### src/ppc_pkg.sv
// Package for the printer port configuration bank: indices, resets, field positions and mode codes.
// Assumes a single clock domain and one byte-wide configuration port plus one runtime port.
`default_nettype none
package ppc_pkg;
    // Configuration register indices.
    localparam logic [7:0] IDX_ACTIVATE  = 8'h30;
    localparam logic [7:0] IDX_BASE_HIGH = 8'h60;
    localparam logic [7:0] IDX_BASE_LOW  = 8'h61;
    localparam logic [7:0] IDX_IRQ_NUM   = 8'h70;
    localparam logic [7:0] IDX_IRQ_TYPE  = 8'h71;
    localparam logic [7:0] IDX_DMA_SEL   = 8'h74;
    localparam logic [7:0] IDX_DMA2      = 8'h75;
    localparam logic [7:0] IDX_STD_CFG   = 8'hF0;
    localparam logic [7:0] IDX_MOD_CFG   = 8'hF8;
    // Reset values.
    localparam logic [7:0] RST_ACTIVATE  = 8'h00;
    localparam logic [7:0] RST_BASE_HIGH = 8'h02;
    localparam logic [7:0] RST_BASE_LOW  = 8'h78;
    localparam logic [7:0] RST_IRQ_NUM   = 8'h07;
    localparam logic [7:0] RST_IRQ_TYPE  = 8'h02;
    localparam logic [7:0] RST_DMA_SEL   = 8'h04;
    localparam logic [7:0] DMA2_VALUE    = 8'h04;
    localparam logic [7:0] RST_STD_CFG   = 8'hF2;
    localparam logic [7:0] RST_RUNTIME   = 8'h00;
    localparam logic [7:0] ZERO_BYTE     = 8'h00;
    // Field positions in the standard configuration, base address, interrupt type and port control registers.
    localparam int STD_EXT_BIT   = 4;
    localparam int STD_PWR_BIT   = 1;
    localparam int STD_FLOAT_BIT = 0;
    localparam int MODE_LSB      = 5;
    localparam int BASE_HIGH_MSB = 2;
    localparam int BASE_LOW_LSB  = 2;
    localparam int IRQ_TYPE_BIT  = 1;
    localparam int DIR_BIT       = 5;
    // Standard mode field codes.
    localparam logic [2:0] MODE_SPP_COMPAT = 3'h0;
    localparam logic [2:0] MODE_SPP_EXT    = 3'h1;
    localparam logic [2:0] MODE_EPP17      = 3'h2;
    localparam logic [2:0] MODE_EPP19      = 3'h3;
    localparam logic [2:0] MODE_ECP        = 3'h4;
    localparam logic [2:0] MODE_ECP_EPP    = 3'h7;
    // Modified mode field codes.
    localparam logic [3:0] MOD_SPP_EXT    = 4'h1;
    localparam logic [3:0] MOD_EPP19      = 4'h2;
    localparam logic [3:0] MOD_ECP        = 4'h4;
    localparam logic [3:0] MOD_SPP_COMPAT = 4'h8;
    localparam logic [3:0] MOD_ECP_EPP    = 4'h7;
    localparam logic [3:0] MOD_NONE       = 4'h0;
    // Runtime offsets from the port base.
    localparam logic [15:0] RT_CONTROL = 16'h0002;
    localparam logic [15:0] RT_SPAN    = 16'h0008;
    localparam logic [15:0] RT_HI_BASE = 16'h0400;
    localparam logic [15:0] RT_HI_END  = 16'h0408;
    localparam logic [15:0] RT_MODE    = 16'h0402;
    localparam logic [15:0] RT_EXT_A   = 16'h0403;
    localparam logic [15:0] RT_EXT_IDX = 16'h0404;
    localparam logic [15:0] RT_EXT_DAT = 16'h0405;
    localparam logic [15:0] A2_MASK    = 16'hFFFB;
    // Runtime mode field values.
    localparam logic [2:0] ECR_MODE_EPP = 3'h4;
    localparam logic [2:0] ECR_MODE_EXT = 3'h7;
    localparam int SECOND_COUNT = 4;
    // Configuration port request.
    typedef struct packed {
        logic [7:0] addr;
        logic [7:0] wdata;
        logic       wr;
        logic       rd;
    } ppc_cfg_req_type;
    // Runtime port request.
    typedef struct packed {
        logic [15:0] addr;
        logic [7:0]  wdata;
        logic        wr;
        logic        rd;
    } ppc_io_req_type;
    // Port control outputs.
    typedef struct packed {
        logic port_data_lines_oe;
        logic clock_enable;
        logic ecp_enable;
        logic epp_timeout_enable;
        logic epp_rev19;
        logic pins_float;
        logic irq_level;
    } ppc_port_ctl_type;
endpackage : ppc_pkg
`default_nettype wire
### src/ppc_config_regs.sv
// Configuration bank and runtime mode decode for the printer port unit.
// Assumes one 50 MHz clock, synchronous active high reset, and strobes of one cycle.
//
// Summary of operation
// The runtime mode control register at base plus 402h holds the runtime mode.
// Selected mode picks decoded runtime registers and base address bits matched.
// Registers at 403h, 404h, 405h work only in extended ECP mode.
// A second group of four registers, reached by index, only in extended ECP.
// Base high bits 7-3 read zero and ignore writes.
// Software keeps base high bit 2 at zero.
// Base low bits 1-0 read zero and ignore writes.
// Software keeps base low bit 2 zero for EPP in ECP or extended registers.
// Base high resets to 02h and base low to 78h.
// Interrupt type: bits 7-2 read-only, bit 1 read/write, reset 02h.
// Interrupt type bit 0 reads 1 in extended mode, otherwise 0.
// Index 75h reads 04h always, no second DMA channel.
// Standard mode field writes show as matching code in modified register.
// Mode 000 drives data lines out; 001 lets software pick direction.
// Modes 010, 011, 100 select EPP 1.7, EPP 1.9, ECP without EPP.
// Standard configuration register resets to F2h.
// Index 70h resets to 07h, index 74h resets to 04h.
// Activate register at 30h, read/write, resets to 00h.
// Extended access bit 0 ignores 403h-405h; 1 makes them accessible.
// Active with power bit 0 stops clock, ECP and EPP time-out; registers kept.
// Mode 111 is ECP with EPP selectable as runtime mode 100.
// Modified register resets to 07h and uses codes 0001,0010,0100,1000,0111.
// One shared mode state seen through both configuration registers.
//
// Chosen here: the address-and-strobe port.
`default_nettype none
module ppc_config_regs (
    input  wire logic                     clock,
    input  wire logic                     srst,
    input  wire ppc_pkg::ppc_cfg_req_type cfg_req,
    output var  logic [7:0]               cfg_rdata,
    input  wire ppc_pkg::ppc_io_req_type  io_req,
    output var  logic [7:0]               io_rdata,
    output var  logic                     io_hit,
    output var  ppc_pkg::ppc_port_ctl_type port_ctl
);
    import ppc_pkg::*;

    logic [7:0]  device_activate;
    logic [2:0]  base_high;
    logic [7:0]  base_low;
    logic [7:0]  irq_number_wake_enable;
    logic        irq_type_rw;
    logic [7:0]  dma_channel_select;
    logic [2:0]  mode_sel;
    logic        ext_access;
    logic        power_mode;
    logic        float_ctl;
    logic [7:0]  port_control;
    logic [7:0]  runtime_mode_control_register;
    logic [7:0]  ext_plain;
    logic [7:0]  ext_index;
    logic [7:0]  second_regs [SECOND_COUNT];
    logic        active;
    logic        ecp_mode;
    logic        epp_mode;
    logic        extended_ecp;
    logic        ext_open;
    logic [15:0] base_full;
    logic [15:0] base_match;
    logic [15:0] offset;
    logic        low_hit;
    logic        high_hit;
    logic        io_sel;
    logic [3:0]  mod_code;
    logic [2:0]  next_mode;
    logic        mod_valid;
    logic [7:0]  next_cfg_rdata;
    logic [7:0]  next_io_rdata;
    logic [1:0]  second_sel;
    ppc_port_ctl_type next_port_ctl;

    // Mode class decode from the shared mode state.
    always_comb begin
        ecp_mode = (mode_sel == MODE_ECP) || (mode_sel == MODE_ECP_EPP);
        epp_mode = (mode_sel == MODE_EPP17) || (mode_sel == MODE_EPP19);
    end

    // Extended ECP is an ECP mode with the runtime mode field at its extended value.
    assign active       = device_activate[0];
    assign extended_ecp = ecp_mode && (runtime_mode_control_register[7:MODE_LSB] == ECR_MODE_EXT);
    assign ext_open     = extended_ecp && ext_access;

    // Base address; A2 drops out of matching when the high group is in use.
    assign base_full  = {5'h00, base_high, base_low[7:BASE_LOW_LSB], 2'h0};
    assign base_match = ecp_mode ? (base_full & A2_MASK) : base_full;
    assign offset     = io_req.addr - base_match;
    assign low_hit    = (offset < RT_SPAN);
    assign high_hit   = ecp_mode && (offset >= RT_HI_BASE) && (offset < RT_HI_END);
    assign io_sel     = active && (low_hit || high_hit);
    assign second_sel = ext_index[1:0];

    // Modified code shown for each standard mode value.
    always_comb begin
        case (mode_sel)
            MODE_SPP_COMPAT: mod_code = MOD_SPP_COMPAT;
            MODE_SPP_EXT:    mod_code = MOD_SPP_EXT;
            MODE_EPP19:      mod_code = MOD_EPP19;
            MODE_ECP:        mod_code = MOD_ECP;
            MODE_ECP_EPP:    mod_code = MOD_ECP_EPP;
            default:         mod_code = MOD_NONE;
        endcase
    end

    // Standard mode value for a code written to the modified register.
    always_comb begin
        mod_valid = 1'b1;
        case (cfg_req.wdata[3:0])
            MOD_SPP_COMPAT: next_mode = MODE_SPP_COMPAT;
            MOD_SPP_EXT:    next_mode = MODE_SPP_EXT;
            MOD_EPP19:      next_mode = MODE_EPP19;
            MOD_ECP:        next_mode = MODE_ECP;
            MOD_ECP_EPP:    next_mode = MODE_ECP_EPP;
            default: begin
                next_mode = mode_sel;
                mod_valid = 1'b0;
            end
        endcase
    end

    // Activate register.
    always_ff @(posedge clock) begin
        if (srst) begin
            device_activate <= RST_ACTIVATE;
        end else if (cfg_req.wr && cfg_req.addr == IDX_ACTIVATE) begin
            device_activate <= cfg_req.wdata;
        end
    end

    // Base address registers; read-only high bits are not stored, low bits 1-0 are stored as zero.
    always_ff @(posedge clock) begin
        if (srst) begin
            base_high <= RST_BASE_HIGH[BASE_HIGH_MSB:0];
            base_low  <= RST_BASE_LOW;
        end else if (cfg_req.wr) begin
            if (cfg_req.addr == IDX_BASE_HIGH) begin
                base_high <= cfg_req.wdata[BASE_HIGH_MSB:0];
            end
            if (cfg_req.addr == IDX_BASE_LOW) begin
                base_low <= {cfg_req.wdata[7:BASE_LOW_LSB], 2'h0};
            end
        end
    end

    // Interrupt number, interrupt type and DMA select registers.
    always_ff @(posedge clock) begin
        if (srst) begin
            irq_number_wake_enable <= RST_IRQ_NUM;
            irq_type_rw            <= RST_IRQ_TYPE[IRQ_TYPE_BIT];
            dma_channel_select     <= RST_DMA_SEL;
        end else if (cfg_req.wr) begin
            if (cfg_req.addr == IDX_IRQ_NUM) begin
                irq_number_wake_enable <= cfg_req.wdata;
            end
            if (cfg_req.addr == IDX_IRQ_TYPE) begin
                irq_type_rw <= cfg_req.wdata[IRQ_TYPE_BIT];
            end
            if (cfg_req.addr == IDX_DMA_SEL) begin
                dma_channel_select <= cfg_req.wdata;
            end
        end
    end

    // Shared mode state, written through either configuration register.
    always_ff @(posedge clock) begin
        if (srst) begin
            mode_sel <= RST_STD_CFG[7:MODE_LSB];
        end else if (cfg_req.wr && cfg_req.addr == IDX_STD_CFG) begin
            mode_sel <= cfg_req.wdata[7:MODE_LSB];
        end else if (cfg_req.wr && cfg_req.addr == IDX_MOD_CFG && mod_valid) begin
            mode_sel <= next_mode;
        end
    end

    // Remaining standard configuration bits.
    always_ff @(posedge clock) begin
        if (srst) begin
            ext_access <= RST_STD_CFG[STD_EXT_BIT];
            power_mode <= RST_STD_CFG[STD_PWR_BIT];
            float_ctl  <= RST_STD_CFG[STD_FLOAT_BIT];
        end else if (cfg_req.wr && cfg_req.addr == IDX_STD_CFG) begin
            ext_access <= cfg_req.wdata[STD_EXT_BIT];
            power_mode <= cfg_req.wdata[STD_PWR_BIT];
            float_ctl  <= cfg_req.wdata[STD_FLOAT_BIT];
        end
    end

    // Configuration read data, one cycle after the read strobe.
    always_comb begin
        next_cfg_rdata = ZERO_BYTE;
        case (cfg_req.addr)
            IDX_ACTIVATE:  next_cfg_rdata = device_activate;
            IDX_BASE_HIGH: next_cfg_rdata = {5'h00, base_high};
            IDX_BASE_LOW:  next_cfg_rdata = base_low;
            IDX_IRQ_NUM:   next_cfg_rdata = irq_number_wake_enable;
            IDX_IRQ_TYPE:  next_cfg_rdata = {6'h00, irq_type_rw, extended_ecp};
            IDX_DMA_SEL:   next_cfg_rdata = dma_channel_select;
            IDX_DMA2:      next_cfg_rdata = DMA2_VALUE;
            IDX_STD_CFG: begin
                next_cfg_rdata = {mode_sel, ext_access, 2'h0, power_mode, float_ctl};
            end
            IDX_MOD_CFG:   next_cfg_rdata = {4'h0, mod_code};
            default:       next_cfg_rdata = ZERO_BYTE;
        endcase
    end

    // Configuration read data register.
    always_ff @(posedge clock) begin
        if (srst) begin
            cfg_rdata <= ZERO_BYTE;
        end else if (cfg_req.rd) begin
            cfg_rdata <= next_cfg_rdata;
        end else begin
            cfg_rdata <= ZERO_BYTE;
        end
    end

    // Port control register at base plus 2; bit 5 steers data direction.
    always_ff @(posedge clock) begin
        if (srst) begin
            port_control <= RST_RUNTIME;
        end else if (io_req.wr && io_sel && offset == RT_CONTROL) begin
            port_control <= io_req.wdata;
        end
    end

    // Runtime mode control register, decoded only in ECP modes.
    always_ff @(posedge clock) begin
        if (srst) begin
            runtime_mode_control_register <= RST_RUNTIME;
        end else if (io_req.wr && io_sel && high_hit && offset == RT_MODE) begin
            runtime_mode_control_register <= io_req.wdata;
        end
    end

    // Extended registers; writes are dropped unless access is open.
    always_ff @(posedge clock) begin
        if (srst) begin
            ext_plain <= RST_RUNTIME;
            ext_index <= RST_RUNTIME;
        end else if (io_req.wr && io_sel && high_hit && ext_open) begin
            if (offset == RT_EXT_A) begin
                ext_plain <= io_req.wdata;
            end
            if (offset == RT_EXT_IDX) begin
                ext_index <= io_req.wdata;
            end
        end
    end

    // Second-level group, one register per entry behind the index.
    genvar gi;
    generate
        for (gi = 0; gi < SECOND_COUNT; gi++) begin : g_second
            always_ff @(posedge clock) begin
                if (srst) begin
                    second_regs[gi] <= RST_RUNTIME;
                end else if (io_req.wr && io_sel && high_hit && ext_open && offset == RT_EXT_DAT
                             && second_sel == 2'(gi)) begin
                    second_regs[gi] <= io_req.wdata;
                end
            end
        end
    endgenerate

    // Runtime read data for the registers this block holds.
    always_comb begin
        next_io_rdata = ZERO_BYTE;
        if (io_sel) begin
            if (low_hit && offset == RT_CONTROL) begin
                next_io_rdata = port_control;
            end else if (high_hit && offset == RT_MODE) begin
                next_io_rdata = runtime_mode_control_register;
            end else if (high_hit && ext_open && offset == RT_EXT_A) begin
                next_io_rdata = ext_plain;
            end else if (high_hit && ext_open && offset == RT_EXT_IDX) begin
                next_io_rdata = ext_index;
            end else if (high_hit && ext_open && offset == RT_EXT_DAT) begin
                next_io_rdata = second_regs[second_sel];
            end else begin
                next_io_rdata = ZERO_BYTE;
            end
        end
    end

    // Runtime read answer, one cycle after the read strobe.
    always_ff @(posedge clock) begin
        if (srst) begin
            io_rdata <= ZERO_BYTE;
            io_hit   <= 1'b0;
        end else begin
            io_rdata <= io_req.rd ? next_io_rdata : ZERO_BYTE;
            io_hit   <= io_req.rd && io_sel;
        end
    end

    // Port control outputs derived from mode, activation and power control.
    always_comb begin
        next_port_ctl = '0;
        next_port_ctl.clock_enable = active && power_mode;
        next_port_ctl.ecp_enable   = active && power_mode && ecp_mode;
        next_port_ctl.epp_timeout_enable = active && power_mode && (epp_mode || (mode_sel == MODE_ECP_EPP
            && runtime_mode_control_register[7:MODE_LSB] == ECR_MODE_EPP));
        next_port_ctl.epp_rev19  = (mode_sel == MODE_EPP19);
        next_port_ctl.pins_float = float_ctl && !active;
        next_port_ctl.irq_level  = extended_ecp;
        if (mode_sel == MODE_SPP_COMPAT) begin
            next_port_ctl.port_data_lines_oe = 1'b1;
        end else begin
            next_port_ctl.port_data_lines_oe = !port_control[DIR_BIT];
        end
    end

    // Output register for port control.
    always_ff @(posedge clock) begin
        if (srst) begin
            port_ctl <= '0;
        end else begin
            port_ctl <= next_port_ctl;
        end
    end
endmodule : ppc_config_regs
`default_nettype wire

### config.mk
export PLATFORM = sky130hd
export DESIGN_NAME = ppc_config_regs
export DESIGN_NICKNAME = d
export VERILOG_FILES = /design/src/ppc_pkg.sv /design/src/ppc_config_regs.sv
export SDC_FILE = /design/constraint.sdc
export NUM_CORES = 1
export LEC_CHECK = 0
export BUFFER_PORTS_ARGS = -buffer_cell sky130_fd_sc_hd__buf_2
export CORE_MARGIN = 1
export CORE_UTILIZATION = 59
export CTS_CLUSTER_DIAMETER = 100
export CTS_CLUSTER_SIZE = 25
export DETAILED_ROUTE_END_ITERATION = 10
export PLACE_DENSITY = 0.77
export SLEW_MARGIN = 0
export SYNTH_ARGS = -nofsm -noshare
export SYNTH_HDL_FRONTEND = slang
export SYNTH_SLANG_ARGS = --single-unit
### constraint.sdc
create_clock -name clock -period 4.7 [get_ports clock]
set_input_delay 0.47 -clock clock [delete_from_list [all_inputs] [get_ports clock]]
set_output_delay 0.47 -clock clock [all_outputs]
set_load 0.005 [all_outputs]
==> flow_results.org, run 1 <==
** Run status
- Result of the run :: finished, final reports clean

** Setup path
- The worst register-to-register path ends at second_regs[3][3].
- STA classifies the critical path startpoint as a flop.
- The setup check on the worst reg-to-reg path leaves a slack of approximately 0.4 ns.
- Depth of the worst register-to-register path :: 13
- Crit Path Max Fanout :: 15
- The worst setup path is of the flop to flop kind.
- For the worst setup path, the data required time is 4.81 ns.
- In this run the critical register-to-register path is launched from mode_sel[0].
- STA puts the critical path data arrival time at ~4.4 ns.
- The worst setup path is captured at a flop.

** Synth
- Post-synthesis instance area :: 0.00666 mm^2
- After synthesis the netlist holds a flip-flop and latch count of 130.
- Warnings, synthesis :: 0
- After technology mapping, the gate count stands at slightly above 700.
- Counting flops with a built-in enable in the synthesized netlist gives 32.
- Area contributors post-synth :: sky130_fd_sc_hd__dfxtp_1 29%, sky130_fd_sc_hd__edfxtp_1 14%, sky130_fd_sc_hd__mux2i_1 6.5%, sky130_fd_sc_hd__nor2_1 4.9%, sky130_fd_sc_hd__nand2_1 3.9%
- The most used flip-flop cell after synthesis is sky130_fd_sc_hd__dfxtp_1.
- Cell type with the largest total area after synthesis :: sky130_fd_sc_hd__dfxtp_1
- Of the synthesized area, sequential elements account for around 44%.
- Counting flops with an async set or reset pin after synthesis yields a share of 0%.
- Syn Area/Cell :: 9.24 um^2
- In this run, distinct cell masters in the synthesized netlist total between 70 and 80.
- The number of nets in the synthesized netlist is 776.
- Fraction of post-synthesis cell area in the top cell type by area :: 29.5%

** Place
- Post-DP HPWL :: roughly 13 mm
- Placed Cells :: ~890
- PortBufs :: between 60 and 70
- Routability-driven placement finished with a final weighted congestion of a little over 0.9.

** Drt
- Detailed-route DRC error count :: 0
- Antenna violation net count after detailed routing :: 0
- Post-detailed-route via-to-cell ratio :: 6.26
- WL/cell :: between 15 and 20 um
- The first detailed-routing pass took 5 iterations.
- Detailed router's first-iteration violation count :: between 500 and 600
- The routed layout has 5779 vias.
- Summed over all layers, the routed wires come to 17.8 mm.

** STA
- Headroom to the max-slew limit came out at slightly below 50%.
- Dividing the final minimum period by the clock period gives roughly 91%.
- Setup skew after layout :: ~0.0093 ns
- Count of final hold-check violations :: 0
- For the pin with the worst max-slew slack, the measured transition is around 0.76 ns.
- The number of max-slew violations in the final report is 0.
- Peak clock frequency supported by timing :: about 230 MHz
- Setup violations remaining at the end of the flow were counted as 0.
- RSZ-0062 raised after global routing :: no
- The worst path in the final design needs a cycle of 4.30 ns, including I/O delays and setup.
- In the final timing run, aggregate negative setup slack is 0 ns.

** Cells and area
- Signed area change from the synthesized netlist to the final layout :: 15.1%
- Counting the fill cells in the layout gives roughly 850.
- In the final design database the tool counted 827 nets.
- The number of antenna diodes in the final layout is 0.
- Fraction of final layout cells sized beyond drive strength 1 :: approximately 18%
- Excluding fillers, the count of instances in the completed layout stands at between 900 and 1000.

** Clock tree
- No sink is reached through more buffers than the 2 on the longest clock path.
- Number of CTS-inserted buffers :: 17
- The tree is rooted in a sky130_fd_sc_hd__clkbuf_16.
- CTS clock-pin slew for the worst setup and hold paths :: 0.05 ns
- Post-cts gate resize count :: 0
- Clock tree sinks :: 130
- Number of setup buffers added after CTS :: 0
- Total of hold buffers inserted after clock tree synthesis :: 0
- Clk Latency, worst-skew pair :: about 0.43 ns
- TritonCTS built the clock tree.
- H-tree depth :: 4

** GRT
- Largest net degree at the start of global routing :: 46
- Overall global routing resource usage :: around 32%
- Global-route wire length before repair :: about 28 mm
- The initial antenna violation count was 0.
- Sum of overflow across all layers after global routing :: 0
- Via count of the first global-routing pass :: around 5300

** Min path
- Worst hold path startpoint :: cfg_req[6]
- The path with the worst hold slack has its endpoint at dma_channel_select[4].
- Along the worst hold path, the cell count comes to 3.
- In this run the worst hold path is classified as input port to flop.

** Die
- The die covers around 0.012 mm^2.
- The core region is between 0.01 and 0.015 mm^2.
- Die Y :: between 100 and 150 um
- During I/O placement, the number of pins put on the boundary was 70.
- Starting utilization of the core area :: 60.9%
- Number of rows created at floorplan :: 38
- The die is 108 um wide.

** Power and ir drop
- In this run the power density over the cells is 353 mW/mm^2.
- Peak supply drop :: ~0.00032 V
- The analysis attributes to cell leakage a power of between 3 and 4 nW.

** Flow run
- The tool flagged a number of max-cap violations equal to 0.
[flip-flops by register name (all words and copies together), names as in the netlist, 6 cells and up, named ones only]
register and flops:
dma_channel_select 8, port_control 8, io_rdata 8, device_activate 8, cfg_rdata 8, ext_plain 8
ext_index 8, port_ctl 7, second_regs 32, base_low 6, runtime_mode_control_register 8, irq_number_wake_enable 8
[Yosys cell counts (all sizes together), types with 9 or more instances]
library cell	instances
nand4	9
nand2b	34
dfxtp	98
mux2	11
nand3	43
edfxtp	32
clkbuf	37
ha	9
and3	10
a21oi	43
nor3	17
nor4	12
nor2	87
nand2	69
mux2i	43
o21ai	23
inv	17
[area by class of cell]
type                    count  area [um^2]  share of cell area [%]
repair buffers             76          398                    5.19
well taps                 140          175                    2.29
flip-flops and latches    130         2920                    38.2
clock inverters             6          105                    1.37
clock buffers              25          495                    6.47
inverters                  18         67.6                   0.882
multi-input cells         528         3500                    45.6
[cell usage in the layout (no fill, tap or decap), types with 17 or more instances in the layout]
master	n
sky130_fd_sc_hd__nand3_1	43
sky130_fd_sc_hd__edfxtp_1	32
sky130_fd_sc_hd__clkbuf_16	17
sky130_fd_sc_hd__a21oi_1	41
sky130_fd_sc_hd__o21ai_0	19
sky130_fd_sc_hd__nand2_1	69
sky130_fd_sc_hd__inv_1	17
sky130_fd_sc_hd__nand2b_1	34
sky130_fd_sc_hd__nor2_1	87
sky130_fd_sc_hd__buf_2	69
sky130_fd_sc_hd__dfxtp_1	98
sky130_fd_sc_hd__nor3_1	17
sky130_fd_sc_hd__mux2i_1	43
[power breakdown]
| group | leakage [nW] | internal, W | switching [W] | total (W) |
|---|---|---|---|---|
| Combinational | 1.69 | 0.0000645 | 0.000123 | 0.000188 |
| Sequential | 1.09 | 0.00116 | 0.00000730 | 0.00117 |
| Clock | 0.297 | 0.000884 | 0.000462 | 0.00135 |
| Total | 3.08 | 0.00211 | 0.000592 | 0.00270 |
[worst max path at each step]
| stage | start | end | slack, ns | depth (start not counted) |
|---|---|---|---|---|
| 5_1_grt | mode_sel[0] | second_regs[3][2] | 0.15 | 13 |
| 3_5_place_dp | mode_sel[0] | second_regs[3][3] | 0.49 | 13 |
| 2_1_floorplan | mode_sel[1] | second_regs[1][0] | 0.72 | 14 |
| 6_report | mode_sel[0] | second_regs[3][3] | 0.40 | 13 |
| 4_1_cts | mode_sel[0] | second_regs[3][3] | 0.48 | 13 |
| 3_3_place_gp | mode_sel[1] | second_regs[3][2] | 0.62 | 13 |
[kinds of logic after synthesis]
logic type               synth area share, %
multiplexers                            11.0
buffers and inverters                   3.65
AO/OA/AOI/OAI                           13.4
AND/OR/NAND/NOR                         24.3
adder cells (fa/ha/maj)                 1.99
flip-flops                              43.9
XOR/XNOR                                1.67
[worst max-delay path, stage by stage (launching register included)]
cell and delay (ns):
sky130_fd_sc_hd__dfxtp_1 0.49, sky130_fd_sc_hd__xnor2_1 0.21, sky130_fd_sc_hd__nand2_1 0.09, sky130_fd_sc_hd__buf_4 0.18, sky130_fd_sc_hd__and2_1 0.16, sky130_fd_sc_hd__ha_1 0.22
sky130_fd_sc_hd__fa_1 0.40, sky130_fd_sc_hd__nand2b_1 0.19, sky130_fd_sc_hd__a211oi_2 0.36, sky130_fd_sc_hd__o22ai_4 0.18, sky130_fd_sc_hd__xor2_2 0.61, sky130_fd_sc_hd__nor2_1 0.24
sky130_fd_sc_hd__nand4_1 0.36, sky130_fd_sc_hd__nand2_1 0.29
[routing by layer]
| metal | global-route usage (%) | vias to the layer above | wire, um |
|---|---|---|---|
| met3 | 9.40 | 45 | 1950 |
| met4 | 13.4 | 0 | 423 |
| met5 | 0 | - | 0 |
| met1 | 43.7 | 2691 | 7510 |
| li1 | - | 2711 | - |
| met2 | 47.7 | 332 | 7930 |
[stage by stage]
stage	hold WS [ns]	setup slack (ns)	power, W	utilization, %	instance area (um^2)
floorplan	0.430	0.717	0.00131	-	6660
global placement	0.440	0.623	0.00137	64.6	7060
detailed placement	0.449	0.485	0.00137	64.6	7060
CTS	0.303	0.480	0.00270	70.1	7660
global route	0.318	0.155	0.00277	70.1	7660
finish	0.313	0.400	0.00270	70.1	7660
Note: power is estimated with default switching activity, not from simulation.
==> run 2: changes to the inputs <==
--- a/config.mk
+++ b/config.mk
@@ -11,7 +11,7 @@
 export CTS_CLUSTER_DIAMETER = 100
 export CTS_CLUSTER_SIZE = 25
 export DETAILED_ROUTE_END_ITERATION = 10
-export PLACE_DENSITY = 0.77
+export PLACE_DENSITY = 0.85
 export SLEW_MARGIN = 0
 export SYNTH_ARGS = -nofsm -noshare
 export SYNTH_HDL_FRONTEND = slang
==> flow_results.org, run 2 (same netlist as run 1, synthesis figures left out) <==
** Cells and area
- Counting flops per register, the top entry is second_regs.
- Final Instance Count excl. Fillers :: around 930
- The library cell used most frequently in the layout, excluding fill and tap cells, is sky130_fd_sc_hd__dfxtp_1.
- Signed area change from the synthesized netlist to the final layout :: 15.5%
- 0 antenna diodes ended up in the layout.
- Max reg flops :: 32
- Final net count :: just over 800
- Of the cells placed in the final design, the portion with a size suffix greater than 1 is between 10% and 20%.
- Commonest non-fill, non-tap cells in the layout :: 98 x sky130_fd_sc_hd__dfxtp_1, 87 x sky130_fd_sc_hd__nor2_1, 69 x sky130_fd_sc_hd__nand2_1, 69 x sky130_fd_sc_hd__buf_2

** Drt
- Length of the first detailed-routing pass in iterations :: 6
- After the first detailed-routing iteration, the DRC count stood at ~780.
- In the routed layout, each cell is associated on average with a via count of approximately 6.4.
- Total number of vias :: between 5000 and 6000
- The count of nets left with antenna violations once routing finished came out at 0.
- WL/cell :: 19.7 um
- After detailed routing, the number of remaining DRC violations is 0.
- After detailed routing, the total wire length is roughly 18 mm.

** STA
- The number of hold violations in the final report was 0.
- Max-slew violations :: 0
- Minimum period implied by the final worst setup slack :: roughly 4.2 ns
- The final critical path takes up around nine tenths of the cycle.
- Worst hold margin :: 0.321 ns
- Setup violations remaining at the end of the flow were counted as 0.
- In this run the tightest slew margin relative to its limit is between 40% and 50%.
- Static timing analysis puts the maximum clock frequency at between 200 and 250 MHz.
- Measured slew at the worst slew-check pin :: ~0.85 ns
- Setup skew after layout :: between 0.009 and 0.01 ns
- Setup repair after global routing left no endpoint under its margin.
- Adding up every negative setup slack in the final design gives 0 ns.

** GRT
- Largest net degree at the start of global routing :: between 50 and 60
- For this run, global-route usage on met1 was measured as 42.9%.
- Global-route wire length before repair :: roughly 28 mm
- The initial antenna violation count was 0.
- Overall global routing resource usage :: between 30% and 40%
- The via count of the first global-routing pass is 5489.
- In the global route stage, met2 resource usage came out at 50.0%.
- Global route hottest layer :: met2
- Met3 usage in global routing :: under 10%
- Global routing finished with a remaining overflow of 0.

** Setup path
- The worst setup path is captured at a flop.
- Destination of the worst register-to-register timing path :: second_regs[3][6]
- Counting cells, the worst reg-to-reg path comes to 12.
- Along the worst path, the maximum fanout reaches 15.
- The critical path is of the flop to flop type.
- STA puts the critical path data arrival time at around 4.3 ns.
- In this run the critical register-to-register path is launched from mode_sel[0].
- R2R Setup Slk :: ~0.48 ns
- Required arrival time at the worst endpoint :: between 4 and 5 ns
- CP Launch Type :: flop

** Flow run
- Max-cap violations in this run came to 0.

** Clock tree
- Clock tree sinks :: between 100 and 150
- CTS clock-pin slew for the worst setup and hold paths :: 0.06 ns
- Post-cts gate resize count :: 0
- TritonCTS built the clock tree.
- Number of CTS-inserted buffers :: 17
- CTS built an H-tree with a depth of 4.
- Total of hold buffers inserted after clock tree synthesis :: 0
- CTS Root Buffer Type :: sky130_fd_sc_hd__clkbuf_16
- The number of setup buffers added after CTS is 0.
- Clock latency on the worst-skew pair, taken at its later pin, is 0.42 ns.
- Maximum buffer depth of the clock tree :: 2

** Die
- Core Area :: about 0.011 mm^2
- Area enclosed by the die boundary :: about 0.012 mm^2
- For this configuration, the core starts out at a cell density of between 60% and 70%.
- Pin placement for this block handled 70 I/O pins.
- From left edge to right edge, the die measures about 110 um.
- Number of rows created at floorplan :: 38
- Die Y :: ~110 um

** Run status
- Result of the run :: finished, final reports clean

** Power and ir drop
- For this design the static power due to leakage is just over 3 nW.
- Across the VDD grid, the largest voltage drop is roughly 0.00033 V.
- Power Density :: ~350 mW/mm^2

** Min path
- Path class of the lowest-slack min-delay path :: input port to flop
- The worst hold path was traced through 3 stages.
- For hold timing, the worst endpoint is dma_channel_select[4].
- In this run the most critical hold path is launched from cfg_req[6].

** Place
- After detailed placement, the design holds a cell count of ~890.
- Port buffering added 69 buffers.
- The HPWL after detailed placement is 13.0 mm.
- Weighted congestion reported at the end of routability-driven placement :: slightly below 1
[run 2: cell count changes in the layout (fill, tap and decap cells not counted)]
cell | before | now
sky130_fd_sc_hd__buf_4 | 7 | 8
sky130_fd_sc_hd__bufinv_16 | 3 | 2
sky130_fd_sc_hd__clkinv_2 | 3 | 1
sky130_fd_sc_hd__clkbuf_16 | 17 | 19
sky130_fd_sc_hd__clkbuf_1 | 4 | 6
[run 2: routing by layer]
layer / vias up / part of all wire, %
met2: 375 / 45
li1: 2725 / -
met5: - / 0
met4: 0 / 3.9
met1: 2746 / 41
met3: 69 / 9.7
[run 2: cell type report]
class / count / area [um^2]
multi-input cells: 528 / 3500
flip-flops and latches: 130 / 2920
clock inverters: 3 / 65.1
inverters: 18 / 67.6
well taps: 140 / 175
clock buffers: 29 / 553
fillers: 812 / 3250
repair buffers: 77 / 405
[run 2: report_power, final]
group          switching [W]  internal (W)  total, W
Clock               0.000451      0.000900   0.00135
Sequential        0.00000816       0.00116   0.00117
Combinational       0.000126     0.0000646  0.000190
Total               0.000585       0.00213   0.00271
[run 2: worst max-delay path: stages (launching register included)]
cell,delay (ns)
sky130_fd_sc_hd__dfxtp_1,0.39
sky130_fd_sc_hd__xnor2_1,0.33
sky130_fd_sc_hd__nand2_1,0.16
sky130_fd_sc_hd__and2_1,0.19
sky130_fd_sc_hd__ha_1,0.21
sky130_fd_sc_hd__fa_1,0.40
sky130_fd_sc_hd__nand2b_1,0.18
sky130_fd_sc_hd__a211oi_2,0.36
sky130_fd_sc_hd__o22ai_4,0.17
sky130_fd_sc_hd__xor2_2,0.65
sky130_fd_sc_hd__nor2_1,0.19
sky130_fd_sc_hd__nand4_1,0.35
sky130_fd_sc_hd__nand2_1,0.30
[run 2: through the flow]
stage / cell area (um^2) / util [%] / power [W] / worst slack (ns)
finish: 7690 / 70.3 / 0.00271 / 0.481
detailed placement: 7070 / 64.6 / 0.00137 / 0.550
floorplan: 6660 / - / 0.00131 / 0.717
CTS: 7690 / 70.3 / 0.00271 / 0.541
global route: 7690 / 70.3 / 0.00278 / 0.143
global placement: 7070 / 64.6 / 0.00137 / 0.710
[run 2: how the worst max path moves through the flow]
stage          slack (ns)        start                 to  depth (start not counted)
2_1_floorplan        0.72  mode_sel[1]  second_regs[1][0]                         14
3_3_place_gp         0.71  mode_sel[1]  second_regs[3][1]                         12
3_5_place_dp         0.55  mode_sel[1]  second_regs[3][6]                         12
4_1_cts              0.54  mode_sel[1]  second_regs[2][0]                         12
5_1_grt              0.14  mode_sel[0]  second_regs[2][4]                         12
6_report             0.48  mode_sel[0]  second_regs[3][6]                         12
==> run 3: changes to the inputs <==
--- a/config.mk
+++ b/config.mk
@@ -5,6 +5,7 @@
 export SDC_FILE = /design/constraint.sdc
 export NUM_CORES = 1
 export LEC_CHECK = 0
+export ABC_AREA = 1
 export BUFFER_PORTS_ARGS = -buffer_cell sky130_fd_sc_hd__buf_2
 export CORE_MARGIN = 1
 export CORE_UTILIZATION = 59
==> flow_results.org, run 3 <==
** Setup path
- Crit end category :: flop
- The worst register-to-register path begins at mode_sel[1].
- The setup path with the least slack is of type flop to flop.
- Data on the critical path is required at its endpoint by about 4.9 ns.
- Endpoint arrival time on the critical path :: roughly 4.2 ns
- For flop-to-flop paths, the worst setup slack is between 0.7 and 0.8 ns.
- Depth of the worst register-to-register path :: 22
- Along the worst path, the maximum fanout reaches 23.
- Destination of the worst register-to-register timing path :: second_regs[1][5]
- CP Launch Type :: flop

** GRT
- The via count of the first global-routing pass came to ~5700.
- Number of antenna violations at the first check in global routing :: 0
- Largest net degree at the start of global routing :: 50
- Global routing used a little under a third of the available tracks.
- Summed over all layers, the global routing overflow is 0.
- Global-route wire length before repair :: about 28 mm

** Die
- Once the floorplan was initialized, standard cells occupied 60.6% of the core.
- Die X :: around 110 um
- Core Area :: 0.0108 mm^2
- The floorplan step defined a die boundary enclosing about 0.012 mm^2.
- In this run the vertical extent of the chip is roughly 110 um.
- Row generation in the floorplan step produced 38 rows.
- Top-Level Pins :: 70

** STA
- Relative slew margins :: approximately a third
- The number of max-slew violations in the final report came to 0.
- The number of hold violations in the final report is 0.
- Setup repair after global routing left no endpoint under its margin.
- Between clock sinks in the finished design, the worst skew comes to 0.0105 ns.
- For this run, the top clock speed supported by timing is 253 MHz.
- Measured slew at the worst slew-check pin :: a little over 1 ns
- Total of endpoints with negative setup slack in the final report :: 0
- For the final routed database, the setup TNS stands at 0 ns.
- Final WS setup :: 0.752 ns
- Final clock period utilization by the worst path :: between 80% and 90%
- Minimum period implied by the final worst setup slack :: just under 4 ns

** Cells and area
- In the layout the commonest cells are 159 x sky130_fd_sc_hd__nor2_1, 147 x sky130_fd_sc_hd__nand2_1, 115 x sky130_fd_sc_hd__inv_1, 98 x sky130_fd_sc_hd__dfxtp_1, 86 x sky130_fd_sc_hd__o21ai_0.
- Max reg flops :: 32
- Relative to the synthesized area, the layout overhead comes to 16.3%.
- Design Area, Final :: ~0.0076 mm^2
- Leaving out fill and tap cells, the most frequent cell in the layout is sky130_fd_sc_hd__nor2_1.
- 0 antenna diodes ended up in the layout.
- Final net count :: 1016
- At the end of the flow the core is filled with cells to a little over two thirds.
- Leaving out filler cells and counting taps, the final layout contains between 1000 and 1500.
- Fill cells in the final layout number between 800 and 900.
- Cells with a size suffix above 1 make up ~16% of the layout.
- second_regs holds more flip-flops than any other register.

** Clock tree
- Clock tree sinks :: 130
- Clock tree from TritonCTS :: done
- H-tree depth :: 4
- CTS Root Buffer Type :: sky130_fd_sc_hd__clkbuf_8
- Post-CTS timing repair inserted 0 buffers for setup.
- Total of hold buffers inserted after clock tree synthesis :: 0
- Maximum buffer depth of the clock tree :: 2
- Clk Latency, worst-skew pair :: about 0.54 ns
- Gates resized during post-CTS repair numbered 0.
- Counting the buffers created by CTS gives 17.
- CTS clock-pin slew for the worst setup and hold paths :: ~0.06 ns

** Synth
- Yosys cell types :: 42
- Yosys attributes the largest share of cell area to sky130_fd_sc_hd__dfxtp_1 30%, sky130_fd_sc_hd__edfxtp_1 15%, sky130_fd_sc_hd__nor2_1 9.1%, sky130_fd_sc_hd__nand2_1 8.4%, sky130_fd_sc_hd__inv_1 6.6%.
- A synthesized cell averages 7.39 um^2.
- After synthesis, the largest area contributor takes up 29.9% of total cell area.
- For this run, the leading register cell type out of synthesis is sky130_fd_sc_hd__dfxtp_1.
- The synthesized design contains 32 enable-type register cells.
- Post-synth top cells :: 159 x sky130_fd_sc_hd__nor2_1, 147 x sky130_fd_sc_hd__nand2_1, 116 x sky130_fd_sc_hd__inv_1
- For this run, the number of Yosys warnings is 0.
- Synthesis-stage register bit count :: 130
- Cells after Synth :: around 890
- Of all flip-flops after synthesis, the portion carrying an async set or reset was 0%.
- sky130_fd_sc_hd__dfxtp_1 takes more of the synthesized area than any other cell.
- Mapped Nets :: between 900 and 1000
- In the post-synthesis netlist, the cell with the most instances is sky130_fd_sc_hd__nor2_1.
- For this run, the register share of the synthesized area comes to 44.5%.
- In this run the cell area of the synthesized design comes to ~0.0066 mm^2.

** Place
- PortBufs :: 69
- At the end of routability-driven placement, the weighted congestion stood at around 0.93.
- Placed Cells :: roughly 1100
- OpenSTA, run right after detailed placement, puts the worst setup slack at approximately 0.84 ns.
- Post-DP HPWL :: roughly 12 mm
- Post-Place Cell Area :: approximately 0.007 mm^2

** Flow run
- The tool flagged a number of max-cap violations equal to 0.

** Power and ir drop
- Fraction of power spent switching nets :: ~22%
- Leakage :: ~3.5 nW
- Share of power burned in the clock network :: just over 50%
- The analysis attributes to net switching a power of 0.000588 W.
- Power Density :: approximately 350 mW/mm^2
- Registers are responsible for between 40% and 50% of the overall power.
- Internal portion of total power :: 0.00209 W
- Of the total power, combinational logic draws between 5 and 6%.
- VDD sags by at most roughly 0.00026 V.

** Drt
- In the detailed route, the total length drawn on met2 is about 7.9 mm.
- Detailed-route DRC error count :: 0
- Total met3 wirelength after detailed routing :: roughly 1.5 mm
- Using the TritonRoute via totals, the vias-per-cell ratio works out to about 5.7.
- Length of the first detailed-routing pass in iterations :: 6
- Antenna violation net count after detailed routing :: 0
- The routed design has between 15 and 20 mm of wire.
- In the final routing, the length of wire on met1 measures around 7.5 mm.
- In the final routed layout, each cell accounts on average for approximately 16 um.
- Highest Signal Layer :: met4
- Across all layers, the routed design uses about 6300 vias.
- For this block, the initial DRC count from the detailed router was around 710.

** Min path
- The path class of the tightest hold or removal check is input port to flop.
- The worst hold path passes through 3 cells.
- The worst hold path begins at cfg_req[9].
- The worst hold path terminates at base_low[7].

** Run status
- The run finished with clean final reports.
run 3: changes by cell type after synthesis, moves of 34 or more:
cell	change
sky130_fd_sc_hd__inv_1	+99
sky130_fd_sc_hd__mux2i_1	-43
sky130_fd_sc_hd__nand2_1	+78
sky130_fd_sc_hd__nor2_1	+72
sky130_fd_sc_hd__o21ai_0	+67
sky130_fd_sc_hd__nand2b_1	-34
run 3: worst max-delay path by stage:
stage                           start                end  slack, ns  cells after the start
after floorplan           mode_sel[1]  second_regs[1][0]       1.27                     20
after global placement    mode_sel[1]  second_regs[3][4]       0.93                     22
after detailed placement  mode_sel[1]  second_regs[1][4]       0.84                     22
after CTS                 mode_sel[1]  second_regs[1][5]       0.80                     22
after global routing      mode_sel[1]  second_regs[0][0]       0.37                     22
final                     mode_sel[1]  second_regs[1][5]       0.75                     22
run 3: worst max-delay path, cell delays in order, from the launching register on:
cell                      delay (ns)
sky130_fd_sc_hd__dfxtp_1        0.37
sky130_fd_sc_hd__nand2_1        0.13
sky130_fd_sc_hd__a21oi_1        0.16
sky130_fd_sc_hd__buf_4          0.16
sky130_fd_sc_hd__nor2_1         0.05
sky130_fd_sc_hd__ha_1           0.20
sky130_fd_sc_hd__fa_1           0.41
sky130_fd_sc_hd__inv_1          0.09
sky130_fd_sc_hd__nand3_1        0.09
sky130_fd_sc_hd__nand2_2        0.11
sky130_fd_sc_hd__nand2_1        0.07
sky130_fd_sc_hd__nand3_1        0.07
sky130_fd_sc_hd__nand2_1        0.06
sky130_fd_sc_hd__nor2_2         0.15
sky130_fd_sc_hd__nand2_1        0.10
sky130_fd_sc_hd__nor2_1         0.14
sky130_fd_sc_hd__nand3_2        0.13
sky130_fd_sc_hd__nor2_2         0.10
sky130_fd_sc_hd__buf_4          0.24
sky130_fd_sc_hd__nand2_2        0.12
sky130_fd_sc_hd__nor2_8         0.26
sky130_fd_sc_hd__nand3_1        0.10
sky130_fd_sc_hd__nand2_1        0.30
run 3: cell families (layout without fill, tap and decap cells):
| group | Yosys count | after routing | share of synthesized area (%) |
|---|---|---|---|
| compound gates | 173 | 173 | 14.6 |
| xor+xnor | 1 | 1 | 0.133 |
| fa+ha+maj | 10 | 10 | 2.02 |
| buf+inv | 146 | 230 | 8.46 |
| flops | 130 | 130 | 44.5 |
| simple gates | 429 | 429 | 30.3 |
run 3: metal layers:
| layer | vias up | GRT usage (%) |
|---|---|---|
| met5 | - | 0 |
| met4 | 0 | 13.5 |
| met3 | 57 | 6.48 |
| met2 | 325 | 48.8 |
| met1 | 2859 | 41.9 |
| li1 | 3070 | - |
run 3: cell type report:
cell class                      instances  area, um^2  share of cell area (%)
Inverter                              126         473                    6.19
Timing Repair Buffer                   72         368                    4.81
Clock buffer                           23         457                    5.98
Multi-Input combinational cell        613        3090                    40.5
Sequential cell                       130        2920                    38.3
Clock inverter                          9         154                    2.01
Tap cell                              140         175                    2.29
run 3: metrics by stage:
stage | hold slack [ns] | total power [W]
3_3_place_gp | 0.432 | 0.00133
6_report | 0.225 | 0.00268
2_1_floorplan | 0.424 | 0.00127
4_1_cts | 0.214 | 0.00268
5_1_grt | 0.228 | 0.00275
3_5_place_dp | 0.440 | 0.00133
run 3: power by group through the flow:
stage | sequential, W | combinational [W] | clock, W
final | 0.00117 | 0.000149 | 0.00137
after global routing | 0.00117 | 0.000163 | 0.00142
after CTS | 0.00117 | 0.000146 | 0.00137
after detailed placement | 0.00119 | 0.000144 | 0
after global placement | 0.00119 | 0.000142 | 0
after floorplan | 0.00119 | 0.0000857 | 0
